## config.mk

```make
export PLATFORM = sky130hd
export DESIGN_NAME = blsr_top
export DESIGN_NICKNAME = d
export VERILOG_FILES = /design/src/hdl/blsr_pkg.sv /design/src/hdl/blsr_top.sv
export VERILOG_INCLUDE_DIRS = /design/src /design/src/hdl
export SDC_FILE = /design/constraint.sdc
export NUM_CORES = 1
export LEC_CHECK = 0
export BUFFER_PORTS_ARGS = -buffer_cell sky130_fd_sc_hd__buf_2
export CORE_MARGIN = 2
export CORE_UTILIZATION = 38
export CTS_CLUSTER_DIAMETER = 60
export CTS_CLUSTER_SIZE = 12
export DETAILED_ROUTE_END_ITERATION = 16
export SYNTH_ARGS = -nofsm -noshare
export SYNTH_HDL_FRONTEND = slang
export SYNTH_SLANG_ARGS = --single-unit
```

## constraint.sdc

```tcl
create_clock -name aclk -period 5.9 [get_ports aclk]
set_clock_uncertainty 0.1 [all_clocks]
set_input_delay 0.59 -clock aclk [delete_from_list [all_inputs] [get_ports aclk]]
set_output_delay 0.59 -clock aclk [all_outputs]
set_load 0.02 [all_outputs]
```

## src/hdl/blsr_consts.svh

```systemverilog
/*
 * constants for the bridge lock and system-error block: register map,
 * field positions, reset values and timing figures.
 * assumes inclusion by every file that decodes registers or fields.
 */
//
// Behaviour
// - no syserr output unless command enable set
// - every syserr assertion sets signaled-syserr status
// - forward secondary syserr when forward enable set
// - posted write aborts, master timeout raise syserr
// - discard after retry limit, raise syserr
// - reason register, per-event disables, timeout enable
// - only downstream locks; upstream passes unlocked
// - existing lock or busy target: retry
// - only memory read opens lock, else abort
// - locked writes posted, locked reads not prefetched
// - after locked read queued, retry crossing traffic
// - earlier queued work drains before locked read
// - lock deasserted address phase, asserted next cycle; the code asserts it two cycles after the address phase
// - lock held after target then primary data
// - master timeout discards read, releases lock
// - later locked transactions driven locked downstream
// - aborted locked read returns status, no lock
// - retry releases lock only on opening transaction
// - initiator lock and frame idle: release lock
// - final locked posted write releases lock
// - locked posted write abort raises syserr
`ifndef BLSR_CONSTS_SVH
`define BLSR_CONSTS_SVH
// ********
// register byte offsets
// ********
`define BLSR_OFS_CTRL    8'h00
`define BLSR_OFS_STAT    8'h04
`define BLSR_OFS_REASON  8'h08
`define BLSR_OFS_DISABLE 8'h0c
`define BLSR_OFS_LOCK    8'h10
// control fields
`define BLSR_CTL_SERR_EN  0
`define BLSR_CTL_FWD_EN   1
`define BLSR_CTL_MTO_EN   2
`define BLSR_CTL_MA_MODE  3
`define BLSR_CTL_RST      4'h0
// status fields, write one to clear
`define BLSR_ST_SIG_SERR  0
`define BLSR_ST_RCV_SERR  1
`define BLSR_ST_RCV_TA    2
`define BLSR_ST_RCV_MA    3
// reason and disable field positions
`define BLSR_EV_PW_TA     0
`define BLSR_EV_PW_MA     1
`define BLSR_EV_PW_DISC   2
`define BLSR_EV_DW_DISC   3
`define BLSR_EV_DR_DISC   4
`define BLSR_EV_MTO       5
`define BLSR_EV_SEC_SERR  6
`define BLSR_NEV          7
`define BLSR_DIS_RST      7'h00
// pci memory read command
`define BLSR_CMD_MEMRD    4'h6
// axi responses
`define BLSR_RESP_OKAY    2'h0
`define BLSR_RESP_SLVERR  2'h2
// default retry limit, two to the twenty-fourth
`define BLSR_RETRY_LIMIT  16777216
`endif

```

## src/hdl/blsr_pkg.sv

```systemverilog
/*
 * types shared by the bridge lock and system-error block.
 * assumes the constants header is included where fields are decoded.
 */
package blsr_pkg;
  // ********
  // transaction carriers
  // ********
  typedef enum logic [1:0] {BLSR_OK, BLSR_RETRY, BLSR_TABORT, BLSR_MABORT} blsr_stat_e;
  typedef enum logic [1:0] {BLSR_PW, BLSR_DW, BLSR_DR} blsr_kind_e;
  typedef enum logic [2:0] {
    BLSR_FWD, BLSR_FWD_LOCKED, BLSR_ANS_RETRY, BLSR_ANS_MA, BLSR_ANS_TA, BLSR_ANS_DATA
  } blsr_ans_e;
  // primary transaction decoded by the target front end
  typedef struct packed {
    logic        valid;
    logic        locked;     // initiator used the lock sequence
    logic        upstream;
    logic        lock_end;   // lock relinquished at end of this write
    logic [3:0]  cmd;
    logic [3:0]  be;
    logic [31:0] addr;
  } blsr_ptxn_s;
  // answer to the primary front end
  typedef struct packed {
    logic      valid;
    blsr_ans_e code;
    logic      no_prefetch;
  } blsr_pans_s;
  // completion of a transaction on the target bus
  typedef struct packed {
    logic       valid;
    logic       lock_rd;     // the locked read itself
    blsr_kind_e kind;
    blsr_stat_e stat;
  } blsr_tdone_s;
endpackage

```

## src/hdl/blsr_top.sv

```systemverilog
/*
 * bridge lock and system-error logic: carries locked sequences downstream,
 * drives the open-drain primary syserr pin, axi4-lite register slave.
 * assumes the transaction front ends run on aclk; bus pins are resynced.
 */
// Added by the designer: the placing of the registers and the AXI4-Lite register port.
`timescale 1ns/1ns
`include "blsr_consts.svh"
module blsr_top #(
  parameter int RETRY_LIMIT = `BLSR_RETRY_LIMIT
) (
  input  wire logic                aclk,
  input  wire logic                aresetn,
  // axi4-lite slave
  input  wire logic [7:0]          s_axi_awaddr,
  input  wire logic                s_axi_awvalid,
  output logic                     s_axi_awready,
  input  wire logic [31:0]         s_axi_wdata,
  input  wire logic [3:0]          s_axi_wstrb,
  input  wire logic                s_axi_wvalid,
  output logic                     s_axi_wready,
  output logic [1:0]               s_axi_bresp,
  output logic                     s_axi_bvalid,
  input  wire logic                s_axi_bready,
  input  wire logic [7:0]          s_axi_araddr,
  input  wire logic                s_axi_arvalid,
  output logic                     s_axi_arready,
  output logic [31:0]              s_axi_rdata,
  output logic [1:0]               s_axi_rresp,
  output logic                     s_axi_rvalid,
  input  wire logic                s_axi_rready,
  // pins, asynchronous to the logic until resynced
  input  wire logic                downstream_syserr_in_n,
  input  wire logic                pri_lock_in_n,
  input  wire logic                pri_frame_in_n,
  input  wire logic                sec_lock_in_n,
  input  wire logic                sec_frame_in_n,
  input  wire logic                sec_irdy_in_n,
  output logic                     upstream_syserr_out_n,
  output logic                     upstream_syserr_oe,
  output logic                     sec_lock_out_n,
  output logic                     sec_lock_oe,
  // front ends
  input  wire blsr_pkg::blsr_ptxn_s  pri_txn,
  output blsr_pkg::blsr_pans_s       pri_ans,
  input  wire logic                queue_drained,
  output logic                     lock_launch_req,
  input  wire logic                tgt_addr_phase,
  input  wire blsr_pkg::blsr_tdone_s tgt_done,
  input  wire logic                dly_mto,
  input  wire logic                dly_mto_lock,
  output logic                     discard
);
  // ********
  // pin resync, two flops each
  // ********
  localparam int NS = 6;
  logic [NS-1:0] sync1_reg;
  logic [NS-1:0] sync2_reg;
  wire  [NS-1:0] pins = {downstream_syserr_in_n, pri_lock_in_n, pri_frame_in_n,
                         sec_lock_in_n, sec_frame_in_n, sec_irdy_in_n};
  always_ff @(posedge aclk) begin
    if (!aresetn) begin
      sync1_reg <= {NS{1'b1}};
      sync2_reg <= {NS{1'b1}};
    end else begin
      sync1_reg <= pins;
      sync2_reg <= sync1_reg;
    end
  end
  wire sec_serr_n  = sync2_reg[5];
  wire pri_lock_n  = sync2_reg[4];
  wire pri_frame_n = sync2_reg[3];
  wire sec_lock_n  = sync2_reg[2];
  wire sec_idle    = sync2_reg[1] & sync2_reg[0];

  // ********
  // axi4-lite slave
  // ********
  logic [7:0]  awa_reg;
  logic        awh_reg;
  logic [31:0] wd_reg;
  logic [3:0]  ws_reg;
  logic        wh_reg;
  logic        bv_reg;
  logic [1:0]  br_reg;
  logic        rv_reg;
  logic [31:0] rd_reg;
  logic [1:0]  rr_reg;
  logic [3:0]  ctrl_reg;
  logic [3:0]  stat_reg;
  logic [`BLSR_NEV-1:0] reason_reg;
  logic [`BLSR_NEV-1:0] dis_reg;
  // address and data may arrive in either order; answer when both held
  assign s_axi_awready = !awh_reg;
  assign s_axi_wready  = !wh_reg;
  assign s_axi_bvalid  = bv_reg;
  assign s_axi_bresp   = br_reg;
  assign s_axi_arready = !rv_reg;
  assign s_axi_rvalid  = rv_reg;
  assign s_axi_rdata   = rd_reg;
  assign s_axi_rresp   = rr_reg;
  wire wr_go   = awh_reg & wh_reg & !bv_reg;
  wire wr_ctl  = wr_go & (awa_reg == `BLSR_OFS_CTRL) & ws_reg[0];
  wire wr_st   = wr_go & (awa_reg == `BLSR_OFS_STAT) & ws_reg[0];
  wire wr_rsn  = wr_go & (awa_reg == `BLSR_OFS_REASON) & ws_reg[0];
  wire wr_dis  = wr_go & (awa_reg == `BLSR_OFS_DISABLE) & ws_reg[0];
  wire wr_map  = (awa_reg == `BLSR_OFS_CTRL) | (awa_reg == `BLSR_OFS_STAT)
               | (awa_reg == `BLSR_OFS_REASON) | (awa_reg == `BLSR_OFS_DISABLE)
               | (awa_reg == `BLSR_OFS_LOCK);
  wire rd_go   = s_axi_arvalid & !rv_reg;
  wire [7:0] ra = s_axi_araddr;
  wire rd_map  = (ra == `BLSR_OFS_CTRL) | (ra == `BLSR_OFS_STAT)
               | (ra == `BLSR_OFS_REASON) | (ra == `BLSR_OFS_DISABLE)
               | (ra == `BLSR_OFS_LOCK);
  logic [2:0] lk_code;
  wire [31:0] rd_mux =
      (ra == `BLSR_OFS_CTRL)    ? {28'h0, ctrl_reg}   :
      (ra == `BLSR_OFS_STAT)    ? {28'h0, stat_reg}   :
      (ra == `BLSR_OFS_REASON)  ? {25'h0, reason_reg} :
      (ra == `BLSR_OFS_DISABLE) ? {25'h0, dis_reg}    :
      (ra == `BLSR_OFS_LOCK)    ? {29'h0, lk_code}    : 32'h0;
  // handshake registers
  always_ff @(posedge aclk) begin
    if (!aresetn) begin
      awh_reg <= 1'b0;
      wh_reg  <= 1'b0;
      bv_reg  <= 1'b0;
      rv_reg  <= 1'b0;
      awa_reg <= 8'h0;
      wd_reg  <= 32'h0;
      ws_reg  <= 4'h0;
      br_reg  <= `BLSR_RESP_OKAY;
      rd_reg  <= 32'h0;
      rr_reg  <= `BLSR_RESP_OKAY;
    end else begin
      if (s_axi_awvalid && !awh_reg) begin
        awh_reg <= 1'b1;
        awa_reg <= {s_axi_awaddr[7:2], 2'h0};
      end
      if (s_axi_wvalid && !wh_reg) begin
        wh_reg <= 1'b1;
        wd_reg <= s_axi_wdata;
        ws_reg <= s_axi_wstrb;
      end
      if (wr_go) begin
        bv_reg <= 1'b1;
        br_reg <= wr_map ? `BLSR_RESP_OKAY : `BLSR_RESP_SLVERR;
      end else if (bv_reg && s_axi_bready) begin
        bv_reg  <= 1'b0;
        awh_reg <= 1'b0;
        wh_reg  <= 1'b0;
      end
      if (rd_go) begin
        rv_reg <= 1'b1;
        rd_reg <= rd_mux;
        rr_reg <= rd_map ? `BLSR_RESP_OKAY : `BLSR_RESP_SLVERR;
      end else if (rv_reg && s_axi_rready) begin
        rv_reg <= 1'b0;
      end
    end
  end

  // ********
  // retry limit on the head of the target queue
  // ********
  localparam int RW = $clog2(RETRY_LIMIT + 1);
  localparam logic [RW-1:0] RLIM = RW'(RETRY_LIMIT - 1);
  logic [RW-1:0] rcnt_reg;
  wire t_retry = tgt_done.valid & (tgt_done.stat == blsr_pkg::BLSR_RETRY);
  wire t_limit = t_retry & (rcnt_reg == RLIM);
  assign discard = t_limit;
  // count consecutive retries; any other ending restarts the count
  always_ff @(posedge aclk) begin
    if (!aresetn)
      rcnt_reg <= '0;
    else if (tgt_done.valid)
      rcnt_reg <= (t_retry && !t_limit) ? rcnt_reg + 1'b1 : '0;
  end

  // ********
  // lock sequencer
  // ********
  typedef enum logic [2:0] {
    LK_IDLE, LK_QUEUED, LK_LAUNCH, LK_RUN, LK_WAIT_REP, LK_ABORT, LK_HELD
  } blsr_lk_e;
  blsr_lk_e    lk_reg;
  blsr_lk_e    lk_next;
  logic [39:0] key_reg;                                   // addr, cmd, be of locked read
  logic        ab_ma_reg;
  logic        drv_reg;
  logic        rel_reg;
  logic        pend_rel_reg;
  logic        hold_reg;
  blsr_pkg::blsr_pans_s ans_reg;
  blsr_pkg::blsr_pans_s ans_next;
  assign lk_code = lk_reg;
  wire pv       = pri_txn.valid;
  wire pcross   = pv & !pri_txn.upstream;
  wire plock    = pcross & pri_txn.locked;
  wire p_match  = plock & ({pri_txn.addr, pri_txn.cmd, pri_txn.be} == key_reg);
  wire p_memrd  = (pri_txn.cmd == `BLSR_CMD_MEMRD);
  wire t_lrd    = tgt_done.valid & tgt_done.lock_rd;
  wire t_pw     = tgt_done.valid & (tgt_done.kind == blsr_pkg::BLSR_PW);
  wire t_abt    = (tgt_done.stat == blsr_pkg::BLSR_TABORT)
                | (tgt_done.stat == blsr_pkg::BLSR_MABORT);
  wire pri_rel  = pri_lock_n & pri_frame_n;
  // default answer outside idle: retry for a downstream request, plain forward for an upstream one
  wire [2:0] plain = pri_txn.upstream ? blsr_pkg::BLSR_FWD : blsr_pkg::BLSR_ANS_RETRY;
  logic rel_now;
  always_comb begin
    lk_next  = lk_reg;
    ans_next = '0;
    rel_now  = 1'b0;
    ans_next.valid = pv;
    ans_next.code  = blsr_pkg::blsr_ans_e'(plain);
    case (lk_reg)
      LK_IDLE: begin
        ans_next.code = blsr_pkg::BLSR_FWD;
        if (plock) begin
          if (!sec_lock_n) begin
            ans_next.code = blsr_pkg::BLSR_ANS_RETRY;
          end else if (!p_memrd) begin
            ans_next.code = blsr_pkg::BLSR_ANS_MA;
          end else begin
            ans_next.code = blsr_pkg::BLSR_ANS_RETRY;
            ans_next.no_prefetch = 1'b1;
            lk_next = LK_QUEUED;
          end
        end
      end
      LK_QUEUED: begin
        // earlier work drains; a foreign lock must clear on an idle bus
        if (queue_drained && sec_lock_n && sec_idle)
          lk_next = LK_LAUNCH;
      end
      LK_LAUNCH: begin
        if (tgt_addr_phase)
          lk_next = LK_RUN;
      end
      LK_RUN: begin
        if (t_lrd) begin
          case (tgt_done.stat)
            blsr_pkg::BLSR_OK: lk_next = LK_WAIT_REP;
            blsr_pkg::BLSR_RETRY: begin
              rel_now = 1'b1;
              lk_next = LK_QUEUED;
            end
            default: begin
              rel_now = 1'b1;
              lk_next = LK_ABORT;
            end
          endcase
        end
      end
      LK_WAIT_REP: begin
        if (p_match) begin
          ans_next.code = blsr_pkg::BLSR_ANS_DATA;
          lk_next = LK_HELD;
        end else if (dly_mto && dly_mto_lock) begin
          rel_now = 1'b1;
          lk_next = LK_IDLE;
        end
      end
      LK_ABORT: begin
        if (p_match) begin
          ans_next.code = ab_ma_reg ? blsr_pkg::BLSR_ANS_MA : blsr_pkg::BLSR_ANS_TA;
          lk_next = LK_IDLE;
        end
      end
      LK_HELD: begin
        if (plock) begin
          ans_next.code = blsr_pkg::BLSR_FWD_LOCKED;
          ans_next.no_prefetch = 1'b1;
        end
        if ((pend_rel_reg && t_pw) || (pri_rel && !pend_rel_reg)) begin
          rel_now = 1'b1;
          lk_next = LK_IDLE;
        end
      end
      default: lk_next = LK_IDLE;
    endcase
  end
  // the locked read asks for the target bus only once it may go
  assign lock_launch_req = (lk_reg == LK_LAUNCH);
  assign pri_ans = ans_reg;
  // sequencer state; outputs of the pin stage are registered
  always_ff @(posedge aclk) begin
    if (!aresetn) begin
      lk_reg       <= LK_IDLE;
      ans_reg      <= '0;
      key_reg      <= 40'h0;
      ab_ma_reg    <= 1'b0;
      pend_rel_reg <= 1'b0;
    end else begin
      lk_reg  <= lk_next;
      ans_reg <= ans_next;
      if (lk_reg == LK_IDLE && plock)
        key_reg <= {pri_txn.addr, pri_txn.cmd, pri_txn.be};
      if (t_lrd && t_abt)
        ab_ma_reg <= (tgt_done.stat == blsr_pkg::BLSR_MABORT);
      if (lk_next == LK_IDLE)
        pend_rel_reg <= 1'b0;
      else if (lk_reg == LK_HELD && plock && pri_txn.lock_end)
        pend_rel_reg <= 1'b1;
    end
  end
  // target lock pin: released during the address phase, driven high the clock after
  // and asserted the clock after that; after release it is driven high one clock before letting go
  always_ff @(posedge aclk) begin
    if (!aresetn) begin
      drv_reg  <= 1'b0;
      rel_reg  <= 1'b0;
      hold_reg <= 1'b0;
    end else begin
      hold_reg <= (lk_reg == LK_LAUNCH) & tgt_addr_phase;
      drv_reg  <= rel_now ? 1'b0 : (drv_reg | hold_reg);
      rel_reg  <= rel_now;
    end
  end
  assign sec_lock_out_n = !drv_reg;
  assign sec_lock_oe    = drv_reg | hold_reg | rel_reg;

  // ********
  // system error events
  // ********
  // abort on any posted write; master abort needs master abort mode
  wire pw_ta = t_pw & (tgt_done.stat == blsr_pkg::BLSR_TABORT);
  wire pw_ma = t_pw & (tgt_done.stat == blsr_pkg::BLSR_MABORT)
             & ctrl_reg[`BLSR_CTL_MA_MODE];
  wire sserr = !sec_serr_n & ctrl_reg[`BLSR_CTL_FWD_EN];
  logic [`BLSR_NEV-1:0] ev;
  always_comb begin
    ev = '0;
    ev[`BLSR_EV_PW_TA]    = pw_ta;
    ev[`BLSR_EV_PW_MA]    = pw_ma;
    ev[`BLSR_EV_PW_DISC]  = t_limit & (tgt_done.kind == blsr_pkg::BLSR_PW);
    ev[`BLSR_EV_DW_DISC]  = t_limit & (tgt_done.kind == blsr_pkg::BLSR_DW);
    ev[`BLSR_EV_DR_DISC]  = t_limit & (tgt_done.kind == blsr_pkg::BLSR_DR);
    ev[`BLSR_EV_MTO]      = dly_mto & ctrl_reg[`BLSR_CTL_MTO_EN];
    ev[`BLSR_EV_SEC_SERR] = sserr;
  end
  // timeout has its own enable, so its disable bit is ignored
  wire [`BLSR_NEV-1:0] ev_on = ev & ~(dis_reg & ~(`BLSR_NEV'(1) << `BLSR_EV_MTO));
  wire serr_fire = (|ev_on) & ctrl_reg[`BLSR_CTL_SERR_EN];
  logic serr_reg;
  // sticky flags: a new event wins over a software clear in the same cycle
  always_ff @(posedge aclk) begin
    if (!aresetn) begin
      ctrl_reg   <= `BLSR_CTL_RST;
      dis_reg    <= `BLSR_DIS_RST;
      stat_reg   <= 4'h0;
      reason_reg <= '0;
      serr_reg   <= 1'b0;
    end else begin
      serr_reg <= serr_fire;
      if (wr_ctl)
        ctrl_reg <= wd_reg[3:0];
      if (wr_dis)
        dis_reg <= wd_reg[`BLSR_NEV-1:0];
      reason_reg <= ((wr_rsn ? reason_reg & ~wd_reg[`BLSR_NEV-1:0] : reason_reg)
                    | (serr_fire ? ev_on : '0));
      stat_reg <= (wr_st ? stat_reg & ~wd_reg[3:0] : stat_reg);
      if (serr_fire)
        stat_reg[`BLSR_ST_SIG_SERR] <= 1'b1;
      if (sserr)
        stat_reg[`BLSR_ST_RCV_SERR] <= 1'b1;
      if (t_lrd && tgt_done.stat == blsr_pkg::BLSR_TABORT)
        stat_reg[`BLSR_ST_RCV_TA] <= 1'b1;
      if (t_lrd && tgt_done.stat == blsr_pkg::BLSR_MABORT)
        stat_reg[`BLSR_ST_RCV_MA] <= 1'b1;
    end
  end
  // open drain: drive low for one clock per reported event
  assign upstream_syserr_out_n = !serr_reg;
  assign upstream_syserr_oe    = serr_reg;
endmodule // blsr_top

```

==> summary.md <==
In the routed design, unresolved DRC markers number 0. The tree built by TritonCTS fans out to 140 sinks. Setup slack closes at 2.71 ns. A synthesized cell averages 8.24 sq um. Measured against the total synthesized area, the mux share comes to 5.46%. After detailed routing, the average wire length per cell comes to 14.0 um.

Yosys printed 0 warnings. The clock period could shrink to 3.19 ns. The maximum fanout along the worst path came out at 11.

The share of cells above drive strength 1 is 18.1%, and the total of endpoints with negative setup slack in the final report is 0. The run gives 4 as the deepest level of the CTS H-tree. From synthesis to final layout, the design area changed by 18.3%.

Sorting the synthesized cells by area gives the leading types as dfxtp_1 43%, nand2_1 7.5%, xor2_1 5.8%. The start-to-end type of the worst setup path was reg -> out. The remaining global-route overflow is 0. After Yosys synthesis, full adders, half adders and majority gates account for 0.193% of the synthesized area. The min-delay analysis places its worst path in the category in -> reg. The xor/xnor cell area share of the yosys netlist was 5.94%; the number of buffers added to fix hold violations after cts was 0. Once detail routing completed, the nets flagged for antenna violations numbered 0. The non-filler instance count after layout was 1116; the simple logic cell fraction of the synthesized area was 24.8%.

Entering global routing, the biggest net connects 92 pins. The tightest hold path in the finished design has a slack of 0.247 ns. The period utilization was 54.1%. The final total power is 2.20 mW, and the floorplan core area is 16600 sq um. The number of flip-flops and latches in the synthesized netlist was 140.

The total negative slack came out at 0 ns. The cell type with the highest aggregate area in the netlist is dfxtp_1. For this block, the initial DRC count from the detailed router was 328. The total clock buffers created by CTS came out at 17. The finished cells cover 7670 sq um. Using the TritonRoute via totals, the vias-per-cell ratio works out to 4.94. Static timing analysis puts the maximum clock frequency at 0.313 GHz. Including well taps, the total number of placed cells is 1084. At the pin with the least slew margin, the transition time is 1.07 ns. For the worst-skew pair, the clock arrives at the later sink with an insertion delay of 0.42 ns. Fill cells in the final layout number 1679. Dividing total power by cell area gives a power density of 287 nW/um^2. The headroom to the max-slew limit was 28.5%. The number of global-route vias before repair is 5039. After synthesis, the largest family of logic cells by area is simple AND/OR/NAND/NOR gates. The post-cts repair resize count was 0.

The run gives 5 as the number of iterations in the first detailed-routing pass. The post-CTS setup repair buffer count is 0, and the max-slew violation count is 0. STA puts the critical path data arrival time at 2.50 ns.

The netlist area before placement was 6490 sq um. The count of port buffers added during placement is 113, and the number of nets at the end of the flow is 1003. The clock-pin transition on the worst setup and hold timing paths was 0.06 ns; the placement row count was 47. The synthesized netlist devotes 14.2% of its cell area to compound gates. Cells fill 46.1% of the core in the end. Counting flops with a built-in enable in the synthesized netlist gives 0. STA classifies the critical path startpoint as a register. 0 antenna diodes ended up in the layout.

The height of the die came out at 135 um. The HPWL after detailed placement is 11.0 mm. The first-pass GRT wire length was 25.3 mm. The sequential share of the synthesized area was 43.2%. The run finished with clean final reports.

From left edge to right edge, the die measures 135 um. Before CTS, the worst setup slack after placement is 3.14 ns. The tools report the die outline area as 18100 sq um.

The logs give 15.6 mm for the detailed-route wire length and 171 for the number of ports placed on the die boundary. The element type at the critical path end was an output port. The routed via count was 5512.

Of all flip-flops after synthesis, the portion carrying an async set or reset was 0%. The cell area after placement was 7100 sq um. The synthesized netlist cell count is 787. The logs give 2 for the maximum clock path buffer count and 0.000188 V for the peak ir drop on the vdd network. The main flop type after synthesis was dfxtp_1. STA puts the critical path data required time at 5.21 ns.

The CTS root buffer is clkbuf_16. Global routing consumed, over all layers together, 17.4% of the routing resources. Setup repair after global routing left no endpoint under its margin. Across the run, the number of max-cap violations was 0.

Number of flip-flops in the largest register: 40. For the global placement routability congestion, the log shows 0.814. The effective utilization at floorplan was 39.0%; the fraction of post-synthesis cell area in the top cell type by area was 43.2%. The leakage power figure was 3.19 nW. TritonCTS built the clock tree. The logs give 0 for the number of antenna violations at the first check in global routing and 0 for the number of hold-slack violations in the final timing report. The number of different library cells in the post-synthesis netlist came out at 63.
report_power, final:
group	total, mW	switching (mW)	internal, mW
Combinational	0.180	0.113	0.0670
Sequential	0.988	0.0170	0.971
Clock	1.04	0.414	0.622
worst paths after layout:
| path | from | endpoint | slack (ns) | cells past startpoint |
|---|---|---|---|---|
| min | pri_frame_in_n | sync1_reg[3] | 0.25 | 2 |
| min reg2reg | sync1_reg[0] | sync2_reg[0] | 0.30 | 1 |
| max reg2reg | rcnt_reg[0] | rcnt_reg[18] | 3.35 | 7 |
| max | rcnt_reg[0] | discard | 2.71 | 5 |
kinds of logic (layout without fill, tap and decap cells):
logic type,Yosys count,in the layout
mux,34,34
buf+inv,77,160
simple gates,336,336
fa+ha+maj,1,1
flops,140,140
other cells,1,27
xor+xnor,44,44
compound gates,154,154
Yosys cell counts, types with 12 or more instances:
library cell	number
buf_4	28
nand2b_1	18
xor2_1	43
nand3_1	23
a21oi_1	62
nand2_1	130
mux2i_1	32
o21ai_0	39
nor4_1	13
dfxtp_1	140
inv_1	12
nor2_1	76
clkbuf_1	34
a31oi_1	14
cells in the final DEF (no fill, tap or decap), types with 23 or more instances in the layout:
master	netlist	layout
a21oi_1	62	62
buf_2	1	113
conb_1	1	27
dfxtp_1	140	140
mux2i_1	32	32
nand2_1	130	130
nand3_1	23	23
nor2_1	76	76
o21ai_0	39	39
xor2_1	43	43
metal layers:
layer	vias to the layer above	part of all wire, %	wire [um]	global-route usage, %
met5	-	0	0	0
met1	2518	50	7840	25.0
met4	0	0.87	136	4.91
li1	2860	-	-	-
met2	125	44	6920	25.9
met3	9	4.7	732	4.47
final cells by class:
class                           count  area (sq um)  share of cell area [%]
Clock buffer                       18           429                    5.59
Clock inverter                     14           146                    1.91
Inverter                           12          45.0                   0.587
Multi-Input combinational cell    596          3380                    44.1
Sequential cell                   140          2800                    36.5
Tap cell                          220           275                    3.59
Timing Repair Buffer              116           588                    7.67
worst max-delay path: stages, from the launching register on:
cell     delay [ns]
dfxtp_1        0.38
ha_1           0.23
nand3_2        0.15
or4_4          0.65
nor4b_4        0.43
buf_2          0.24
(Power assumes the default switching activity.)
